### config.mk
export PLATFORM = sky130hd
export DESIGN_NAME = pouc_top
export DESIGN_NICKNAME = d
export VERILOG_FILES = /design/src/pouc_top.v
export VERILOG_INCLUDE_DIRS = /design/src
export SDC_FILE = /design/constraint.sdc
export NUM_CORES = 1
export LEC_CHECK = 0
export BUFFER_PORTS_ARGS = -buffer_cell sky130_fd_sc_hd__buf_2
export CAP_MARGIN = 20
export CORE_UTILIZATION = 40
export CTS_BUF_LIST = sky130_fd_sc_hd__clkbuf_8
export DETAILED_ROUTE_END_ITERATION = 10
export GPL_TIMING_DRIVEN = 0
export PLACE_DENSITY = 0.64
export SLEW_MARGIN = 20
export SYNTH_ARGS = -nofsm -noshare
export SYNTH_HDL_FRONTEND = slang
export SYNTH_SLANG_ARGS = --single-unit
export TNS_END_PERCENT = 20
### constraint.sdc
create_clock -name mclk_i -period 2.5 [get_ports mclk_i]
set_input_delay 0.25 -clock mclk_i [delete_from_list [all_inputs] [get_ports mclk_i]]
set_output_delay 0.25 -clock mclk_i [all_outputs]
set_load 0.01 [all_outputs]
### src/pouc_map.vh
// Register map, field layout, codes and timing constants of the teleprotection logic
`ifndef POUC_MAP_VH
`define POUC_MAP_VH

// ************************************************************
// Register word addresses (byte address / 4)
// ************************************************************
`define POUC_ADDR_W 3
`define POUC_A_CTRL 3'h0
`define POUC_A_CMIN 3'h1
`define POUC_A_STAT 3'h2
`define POUC_A_ISTS 3'h3
`define POUC_A_IMSK 3'h4

// ************************************************************
// Control word fields
// ************************************************************
`define POUC_F_SCH_LO 0
`define POUC_F_SCH_HI 1
`define POUC_F_WI_LO 2
`define POUC_F_WI_HI 3
`define POUC_F_OBTX 4
`define POUC_CTRL_W 5
`define POUC_STAT_W 4
`define POUC_CTRL_RST 5'h00

// ************************************************************
// Scheme and weak infeed mode codes
// ************************************************************
`define POUC_SCH_NONE 2'h0
`define POUC_SCH_POTT 2'h1
`define POUC_SCH_UNBL 2'h2
`define POUC_WI_OFF 2'h0
`define POUC_WI_ECHO 2'h1
`define POUC_WI_ECTR 2'h2

// ************************************************************
// Event bits (status and interrupt words)
// ************************************************************
`define POUC_EV_TRIP 0
`define POUC_EV_TX 1
`define POUC_EV_FAIL 2
`define POUC_EV_W 3

// ************************************************************
// Times in milliseconds and clock rate
// ************************************************************
`define POUC_CLK_HZ 25000000
`define POUC_MS_PER_S 1000
`define POUC_BRK_TX_MS 8'h64
`define POUC_FSW_MS 8'h0a
`define POUC_WIN_MS 8'h96
`define POUC_FAIL_MS 8'hc8
`define POUC_CMIN_RST 16'h0000

`endif

### src/pouc_top.v
// Permissive overreach and unblocking teleprotection logic with Avalon-MM registers
//
// Local design decisions: the Avalon-MM interface to the registers and the register offsets.
`include "pouc_map.vh"

module pouc_top #(
  parameter TICK_CYC = `POUC_CLK_HZ / `POUC_MS_PER_S, // Clock cycles per millisecond
  parameter CMIN_W = 16 // Width of carrier minimum time setting
) (
  // Clock and reset
  input wire mclk_i,
  input wire srst_i,
  // Avalon-MM slave
  input wire [`POUC_ADDR_W-1:0] avs_address_i,
  input wire avs_read_i,
  input wire avs_write_i,
  input wire [31:0] avs_writedata_i,
  output reg [31:0] avs_readdata_o,
  output reg avs_waitrequest_o,
  // Protection element inputs
  input wire underreach_pickup_i,
  input wire overreach_pickup_i,
  input wire reverse_current_block_i,
  input wire weak_infeed_echo_i,
  input wire weak_infeed_trip_i,
  input wire breaker_open_i,
  input wire channel_trip_block_in_i,
  // Carrier equipment contacts
  input wire channel_receive_in_i,
  input wire guard_loss_in_i,
  // Scheme outputs
  output reg channel_transmit_o,
  output reg scheme_trip_o,
  output reg carrier_equipment_fail_o,
  output reg irq_o
);

  // ************************************************************
  // Helper functions
  // ************************************************************

  // Saturating millisecond counter step
  function [7:0] ms_step;
    input [7:0] cnt;
    input run;
    input tick;
    input [7:0] lim;
    begin
      if (!run) begin
        ms_step = 8'h00;
      end else if (tick && cnt != lim) begin
        ms_step = cnt + 8'h01;
      end else begin
        ms_step = cnt;
      end
    end
  endfunction

  // ************************************************************
  // Declarations
  // ************************************************************
  reg [`POUC_CTRL_W-1:0] ctrl_q; // Scheme, weak infeed mode, open breaker enable
  reg [CMIN_W-1:0] cmin_q; // Carrier minimum time in ms
  reg [`POUC_EV_W-1:0] ists_q; // Sticky event bits
  reg [`POUC_EV_W-1:0] imsk_q; // Interrupt mask
  reg [31:0] tick_cnt_q; // Millisecond prescaler
  reg tick_q; // One-cycle millisecond tick
  reg [7:0] brk_cnt_q; // Breaker-open delay timer
  reg [7:0] gl_cnt_q; // Guard loss persistence timer
  reg [7:0] win_cnt_q; // Unblock window remaining
  reg [7:0] fl_cnt_q; // Reception-without-guard-loss timer
  reg [CMIN_W-1:0] hold_cnt_q; // Transmit hold remaining
  reg tx_prev_q; // Transmit level last cycle, for edge
  reg trip_prev_q; // Trip level last cycle, for edge
  reg fail_prev_q; // Fail level last cycle, for edge
  reg [31:0] rdata_d; // Read mux
  wire [1:0] sch = ctrl_q[`POUC_F_SCH_HI:`POUC_F_SCH_LO];
  wire [1:0] wim = ctrl_q[`POUC_F_WI_HI:`POUC_F_WI_LO];
  wire obtx_en = ctrl_q[`POUC_F_OBTX];
  wire bus_req = avs_read_i | avs_write_i;
  wire acc = bus_req & ~avs_waitrequest_o; // Access completes this edge
  wire wr_acc = acc & avs_write_i;
  wire pott = (sch == `POUC_SCH_POTT);
  wire unbl = (sch == `POUC_SCH_UNBL);
  wire sch_on = pott | unbl;
  wire echo_en = (wim == `POUC_WI_ECHO) | (wim == `POUC_WI_ECTR);
  wire wtrip_en = (wim == `POUC_WI_ECTR);
  wire ovr = overreach_pickup_i & ~reverse_current_block_i;
  wire blk = channel_trip_block_in_i;
  wire rx = channel_receive_in_i;
  wire gl = guard_loss_in_i;
  wire brk_run = sch_on & obtx_en & breaker_open_i;
  wire brk_tx = (brk_cnt_q == `POUC_BRK_TX_MS);
  wire gl_alone = unbl & gl & ~rx;
  wire win_open = (win_cnt_q != 8'h00);
  wire fail_now = (fl_cnt_q == `POUC_FAIL_MS);
  wire tx_req;
  wire tx_now;
  wire trip_now;
  wire [`POUC_EV_W-1:0] ev_set;

  // ************************************************************
  // Millisecond tick
  // ************************************************************

  // Prescaler: one tick every TICK_CYC clocks
  always @(posedge mclk_i) begin
    if (srst_i) begin
      tick_cnt_q <= 32'h0000_0000;
      tick_q <= 1'b0;
    end else if (tick_cnt_q == TICK_CYC - 1) begin
      tick_cnt_q <= 32'h0000_0000;
      tick_q <= 1'b1;
    end else begin
      tick_cnt_q <= tick_cnt_q + 32'h0000_0001;
      tick_q <= 1'b0;
    end
  end

  // ************************************************************
  // Scheme timers
  // ************************************************************

  // Delay timers restart when their condition drops, the window only when unblocking is deselected;
  // first ms may be partial since ticks run free
  always @(posedge mclk_i) begin
    if (srst_i) begin
      brk_cnt_q <= 8'h00;
      gl_cnt_q <= 8'h00;
      win_cnt_q <= 8'h00;
      fl_cnt_q <= 8'h00;
    end else begin
      // Open-breaker transmit in both schemes after 100 ms
      brk_cnt_q <= ms_step(brk_cnt_q, brk_run, tick_q, `POUC_BRK_TX_MS);
      gl_cnt_q <= ms_step(gl_cnt_q, gl_alone, tick_q, `POUC_FSW_MS);
      fl_cnt_q <= ms_step(fl_cnt_q, unbl & rx & ~gl, tick_q, `POUC_FAIL_MS);
      // Window opens once per guard-loss episode
      if (!unbl) begin
        win_cnt_q <= 8'h00;
      end else if (gl_alone && tick_q && gl_cnt_q == `POUC_FSW_MS - 8'h01) begin
        win_cnt_q <= `POUC_WIN_MS;
      end else if (tick_q && win_open) begin
        win_cnt_q <= win_cnt_q - 8'h01;
      end
    end
  end

  // ************************************************************
  // Transmit and trip decisions
  // ************************************************************

  // Transmit request: pickup, delayed breaker open, echo
  assign tx_req = sch_on & (underreach_pickup_i | ovr | brk_tx
                  | (weak_infeed_echo_i & echo_en));

  // Request or minimum-time hold, blocked by trip block
  assign tx_now = (tx_req | (hold_cnt_q != {CMIN_W{1'b0}})) & ~blk;

  // Scheme trip per selected scheme
  assign trip_now = ~blk & (
    (pott & rx & ovr)
    | (unbl & rx & gl & ovr)
    | (unbl & win_open & ovr)
    | (sch_on & weak_infeed_trip_i & wtrip_en));

  // Hold timer reloads while request stands, then counts down
  always @(posedge mclk_i) begin
    if (srst_i) begin
      hold_cnt_q <= {CMIN_W{1'b0}};
    end else if (tx_req) begin
      hold_cnt_q <= cmin_q;
    end else if (tick_q && hold_cnt_q != {CMIN_W{1'b0}}) begin
      hold_cnt_q <= hold_cnt_q - {{(CMIN_W-1){1'b0}}, 1'b1};
    end
  end

  // Registered scheme outputs
  always @(posedge mclk_i) begin
    if (srst_i) begin
      channel_transmit_o <= 1'b0;
      scheme_trip_o <= 1'b0;
      carrier_equipment_fail_o <= 1'b0;
    end else begin
      channel_transmit_o <= tx_now;
      scheme_trip_o <= trip_now;
      carrier_equipment_fail_o <= fail_now;
    end
  end

  // ************************************************************
  // Events and interrupt
  // ************************************************************
  assign ev_set = {fail_now & ~fail_prev_q, tx_now & ~tx_prev_q, trip_now & ~trip_prev_q};

  // Sticky status: set beats a same-cycle write-one clear
  always @(posedge mclk_i) begin
    if (srst_i) begin
      ists_q <= {`POUC_EV_W{1'b0}};
      tx_prev_q <= 1'b0;
      trip_prev_q <= 1'b0;
      fail_prev_q <= 1'b0;
      irq_o <= 1'b0;
    end else begin
      tx_prev_q <= tx_now;
      trip_prev_q <= trip_now;
      fail_prev_q <= fail_now;
      if (wr_acc && avs_address_i == `POUC_A_ISTS) begin
        ists_q <= (ists_q & ~avs_writedata_i[`POUC_EV_W-1:0]) | ev_set;
      end else begin
        ists_q <= ists_q | ev_set;
      end
      // Level output, one cycle behind status
      irq_o <= |(ists_q & imsk_q);
    end
  end

  // ************************************************************
  // Avalon-MM slave
  // ************************************************************

  // Fixed one wait cycle per access keeps read data registered
  always @(posedge mclk_i) begin
    if (srst_i) begin
      avs_waitrequest_o <= 1'b1;
    end else if (!avs_waitrequest_o) begin
      avs_waitrequest_o <= 1'b1;
    end else begin
      avs_waitrequest_o <= ~bus_req;
    end
  end

  // Read mux; unmapped addresses read zero
  always @* begin
    rdata_d = 32'h0000_0000;
    case (avs_address_i)
      `POUC_A_CTRL: begin
        rdata_d[`POUC_CTRL_W-1:0] = ctrl_q;
      end
      `POUC_A_CMIN: begin
        rdata_d[CMIN_W-1:0] = cmin_q;
      end
      `POUC_A_STAT: begin
        rdata_d[`POUC_STAT_W-1:0] = {win_open, carrier_equipment_fail_o, channel_transmit_o, scheme_trip_o};
      end
      `POUC_A_ISTS: begin
        rdata_d[`POUC_EV_W-1:0] = ists_q;
      end
      `POUC_A_IMSK: begin
        rdata_d[`POUC_EV_W-1:0] = imsk_q;
      end
      default: begin
        rdata_d = 32'h0000_0000;
      end
    endcase
  end

  // Read data captured in the wait cycle, valid when waitrequest drops
  always @(posedge mclk_i) begin
    if (srst_i) begin
      avs_readdata_o <= 32'h0000_0000;
    end else if (avs_read_i && avs_waitrequest_o) begin
      avs_readdata_o <= rdata_d;
    end
  end

  // Setting registers, written at the completing edge
  always @(posedge mclk_i) begin
    if (srst_i) begin
      ctrl_q <= `POUC_CTRL_RST;
      cmin_q <= `POUC_CMIN_RST;
      imsk_q <= {`POUC_EV_W{1'b0}};
    end else if (wr_acc) begin
      case (avs_address_i)
        `POUC_A_CTRL: begin
          ctrl_q <= avs_writedata_i[`POUC_CTRL_W-1:0];
        end
        `POUC_A_CMIN: begin
          cmin_q <= avs_writedata_i[CMIN_W-1:0];
        end
        `POUC_A_IMSK: begin
          imsk_q <= avs_writedata_i[`POUC_EV_W-1:0];
        end
        default: begin
          imsk_q <= imsk_q; // Read-only, write-one-clear or unmapped: ignored here
        end
      endcase
    end
  end

endmodule // pouc_top

# Word level (Yosys, flattened, before mapping)
# Index checks and enable logic that the tools add are counted.
totals:
  elab_cells: 126
  reg_bits: 129
  inputBits: 48
  output_inout_bits: 37
op_classes:
  reduce_logical: 25
  add_sub_neg: 6
  n_bitwise: 52
  n_mux: 10
  n_eq_ne: 15
op_table:
  columns: ["op", "count"]
  rows:
  - ["$add 32x1->32 const B", 1]
  - ["$eq 32x15->1 const B", 1]
  - ["$mux 16", 2]
  - ["$add 8x1->8 const B", 3]
  - ["$and 1x1->1", 24]
  - ["$mux 8", 2]
  - ["$reduce_bool 16->1", 1]
  - ["$sub 16x1->16 const B", 1]
  - ["$pmux 3 s5", 1]
  - ["$not 1->1", 13]
  - ["$reduce_or 2->1", 6]
  - ["$mux 11", 1]
  - ["$or 1x1->1", 10]
  - ["$logic_and 1x1->1", 9]
  - ["$eq 8x4->1 const B", 1]
  - ["$eq 8x7->1 const B", 1]
  - ["$eq 8x8->1 const B", 1]
  - ["$ne 8x4->1 const B", 1]
  - ["$ne 8x7->1 const B", 1]
  - ["$ne 8x8->1 const B", 1]
  - ["$reduce_bool 8->1", 1]
  - ["$sub 8x1->8 const B", 1]
  - ["$and 3x3->3", 2]
  - ["$eq 3x2->1 const B", 2]
  - ["14 further kinds", 21]

# Logic depth before layout (Yosys ltp)
depth:
  word_depth: 11
  depth_mapped: 8
  depth_no_buf: 7

# Least setup slack after synthesis
# No wires, ideal clock.
synth_path:
  kind: "register -> register"
  start: "reg tick_q"
  end: "reg hold_cnt_q[15]"
  required_time_ps: 2430
  path_slack_ps: 580
  setup_time_ps: 70
  period_less_slack_ps: 1920
  path_buffers: 0
  path_stages_with_launch: 6
  arrival_ps: 1850
  path_cell_list: "dfxtp_1 -> or3b_1 -> nor4b_4 -> or4b_1 -> xor2_1 -> a21oi_1"
synth_via:
  elab_chain_cells: 2
synth_lines:
  columns: ["item", "line_no", "rtl"]
  rows:
  - ["start: declaration", "pouc_top.v:67", "reg tick_q;"]
  - ["start signal: assignment", "pouc_top.v:110", "tick_q <= 1'b0;"]
  - ["start signal: assignment", "pouc_top.v:113", "tick_q <= 1'b1;"]
  - ["start signal: assignment", "pouc_top.v:116", "tick_q <= 1'b0;"]
  - ["$logic_and 1x1->1", "pouc_top.v:172", "end else if (tick_q && hold_cnt_q != {CMIN_W{1'b0}}) begin"]
  - ["$reduce_bool 2->1 (no line)", null, null]
  - ["end signal: assignment", "pouc_top.v:169", "hold_cnt_q <= {CMIN_W{1'b0}};"]
  - ["end signal: assignment", "pouc_top.v:171", "hold_cnt_q <= cmin_q;"]
  - ["end signal: assignment", "pouc_top.v:173", "hold_cnt_q <= hold_cnt_q - {{(CMIN_W-1){1'b0}}, 1'b1};"]
  - ["end: declaration", "pouc_top.v:72", "reg [CMIN_W-1:0] hold_cnt_q;"]
# No other way between the ends.
# A chain may end at the register's enable or synchronous reset.

# Final worst setup path
layout_path:
  start: "reg tick_cnt_q[0]"
  end: "reg tick_cnt_q[21]"
layout_via:
  elab_chain_cells: 2
  word_cells_on_any_way: 3
  cone_classes: "add/sub (1); eq/ne (1); reduce/logical (1)"
layout_lines:
  columns: ["item", "line_no", "rtl"]
  rows:
  - ["start: declaration", "pouc_top.v:66", "reg [31:0] tick_cnt_q;"]
  - ["start signal: assignment", "pouc_top.v:115", "tick_cnt_q <= tick_cnt_q + 32'h0000_0001;"]
  - ["branches (longest 2 deep; another with $add 32x1->32)", null, null]
# Several ways; the timed one is not identified.

==> impl_metrics.json <==
{
  "critPathMaxFanout": 10,
  "ys_ff_latch": 129,
  "diodes": 0,
  "overflow": 0,
  "placed_cell_area_um2": 6470,
  "clkSinkCount": 129,
  "syn2layout_area_growth_pct": 17.0,
  "synth_commonest_cells": "129 x dfxtp_1, 93 x nor2_1, 77 x nand2_1",
  "postSynthAreaPerCell_um2": 8.51,
  "hold_path.class": "in2reg",
  "clk_pin_slew_ps": 80,
  "htreeDepth": 4,
  "first_pass_iters": 5,
  "grt.total_usage_pct": 18.5,
  "peakVddDrop_mv": 0.321,
  "clock_skew_ps": 10.2,
  "cp-start-kind": "flop",
  "tns_ps": 0,
  "maxSlewHeadroom_pct": 34.9,
  "core_um2": 14500,
  "synth_edf_count": 0,
  "syn_inst": 696,
  "finalWirelength_mm": 13.5,
  "cp.arrival_ps": 2750,
  "vias": 4983,
  "yosysMostFrequentCell": "dfxtp_1",
  "dieArea_um2": 15300,
  "cts_root_buf": "clkbuf_8",
  "wl_per_cell_um": 13.8,
  "tightest_slew_ps": 969,
  "antenna_found_initial": 0,
  "io_buffers": 52,
  "outcome": "finished clean",
  "rows": 44,
  "end_kind": "flop",
  "rsz0062_at_grt": "yes",
  "max_clock_freq_mhz": 411,
  "design_area_um2": 6930,
  "drtIter0Drc": 315,
  "maxCapViolations": 0,
  "worstSkewPairLatency_ps": 440,
  "clockBufferDepth": 2,
  "synth.yosys.seq_area_share_pct": 43.6,
  "viasPerCell": 5.08,
  "synth_area_leaders": "dfxtp_1 44%, xor2_1 7.2%, nor2_1 5.9%, nand2_1 4.9%, a21oi_1 3.9%",
  "p_per_area_nw_per_um2": 616,
  "yosys_most_used_dff": "dfxtp_1",
  "yosysWarnings": 0,
  "dp.cells": 947,
  "grt_pass1_vias": 4439,
  "initial_utilization_pct": 40.9,
  "synth_top_area_share_pct": 43.6,
  "netlist_area_um2": 5920,
  "cts_tree": "done",
  "crit_type": "reg2reg",
  "layout-drive-gt1-share_pct": 13.7,
  "post-dp-hpwl_mm": 9.97,
  "fp.dieH_um": 124,
  "rrSetupSlack_ps": 70,
  "ys_types": 51,
  "synth_top_cell_by_area": "dfxtp_1",
  "min_period_ps": 2430,
  "io_pins": 85,
  "cp.required_ps": 2820,
  "setup_violations": 0,
  "nets": 846,
  "drc": 0,
  "grt_pass1_wl_mm": 21.8,
  "slew_viol_final": 0,
  "instances_no_fill": 980,
  "holdWs_ps": 49.2,
  "cts_made_buffers": 17,
  "gp_congestion": 0.842,
  "min_period_over_period_pct": 97.4,
  "ant_nets": 0,
  "grt_start_max_net_pins": 17,
  "dieWidth_um": 124,
  "hold_viol_final": 0,
  "final_util_pct": 47.9,
  "p_leak_nw": 2.60,
  "async_reset_ff_share_pct": 0
}
==> placed cells by master, fill, tap and decap left out, types with 5 or more instances in the layout <==
master,Yosys,final
nor3_1,13,13
a31oi_1,7,7
o211ai_1,6,6
nor2b_1,6,6
clkbuf_1,24,22
conb_1,1,16
xnor2_1,21,21
ha_1,15,15
a21oi_1,46,46
nor2_1,93,93
mux2i_1,6,6
dfxtp_1,129,129
o21ai_0,20,20
and4_1,5,5
clkbuf_8,0,17
buf_2,0,52
nand2_1,77,77
and3_1,20,20
xor2_1,49,49
nor4_1,13,12
nand3_1,32,32
nand4b_1,5,5
a22oi_1,12,12
inv_1,19,19
nand4_1,17,17
buf_4,16,16
==> what timing repair did <==
| item | CTS | global route |
|---|---|---|
| endpoints found under the hold margin | 2 | 0 |
| hold buffers | 1 | 0 |
| resized for setup | 1 | 4 |
| setup endpoints to repair | 30 | 30 |
| setup buffers | 0 | 0 |
==> stage by stage <==
step                      setup WS, ps  total power (W)
after global routing              -144          0.00444
final                             66.2          0.00427
after floorplan                    580          0.00226
after CTS                         59.6          0.00431
after global placement           -78.8          0.00234
after detailed placement         -83.3          0.00234
==> critical path, stage by stage (launching register included) <==
cell      delay [ps]
dfxtp_1          360
ha_1             230
and3_1           210
nand4_1          130
nor4_2           480
or2_1            170
clkbuf_1         250
clkbuf_1         390
nor2_1           100
==> report_power, final <==
part | internal [W] | leakage [nW] | switching (W)
clock | 0.00110 | 0.210 | 0.000875
sequential | 0.00207 | 1.04 | 0.0000169
combinational | 0.0000789 | 1.35 | 0.000130
total | 0.00325 | 2.60 | 0.00102
==> kinds of logic (layout without fill, tap and decap cells) <==
kind of cell	count (synthesis)	after routing	share of synthesized area (%)
AND/OR/NAND/NOR	310	310	26.2
other	1	16	0.0633
XOR/XNOR	70	70	10.3
AO/OA/AOI/OAI	102	102	10.2
adder cells (fa/ha/maj)	15	15	3.17
flip-flops	129	129	43.6
buffers and inverters	61	146	4.88
multiplexers	8	8	1.58
==> registers in the layout (all words and copies together) (netlist names) <==
| register | count |
|---|---|
| trip_prev_q | 1 |
| tick_cnt_q | 32 |
| win_cnt_q | 8 |
| cmin_q | 16 |
| avs_readdata_o | 16 |
| brk_cnt_q | 8 |
| hold_cnt_q | 16 |
| ctrl_q | 5 |
| avs_waitrequest_o | 1 |
| fail_prev_q | 1 |
| fl_cnt_q | 8 |
| ists_q | 3 |
| gl_cnt_q | 8 |
| tick_q | 1 |
| imsk_q | 3 |
| tx_prev_q | 1 |
| irq_o | 1 |
==> layer usage <==
metal  global-route usage, %  vias up  wire length [µm]
li1                        -     2570                 -
met1                    24.8     2315              6730
met2                    28.0       85              6070
met3                    5.59       13               599
met4                    6.25        0               152
met5                       0        -                 0
==> cell type report <==
class | instances | area [µm²]
Inverter | 19 | 71.3
Buffer | 42 | 220
Tap cell | 184 | 230
Timing Repair Buffer | 53 | 270
Sequential cell | 129 | 2580
Clock inverter | 15 | 210
Fill cell | 1455 | 7540
Multi-Input combinational cell | 521 | 3120
Clock buffer | 17 | 234
==> path summary, 6_finish.rpt <==
path,start,end,cells past startpoint
worst max-delay path,tick_cnt_q[0]$_SDFF_PP0_,tick_cnt_q[21]$_SDFF_PP0_,8
worst min-delay path,avs_writedata_i[10],cmin_q[10]$_SDFFE_PP0P_,3
worst max register to register,tick_cnt_q[0]$_SDFF_PP0_,tick_cnt_q[21]$_SDFF_PP0_,8
worst min register to register,tick_cnt_q[0]$_SDFF_PP0_,tick_cnt_q[0]$_SDFF_PP0_,1
Power figures use the tool's default switching activity.
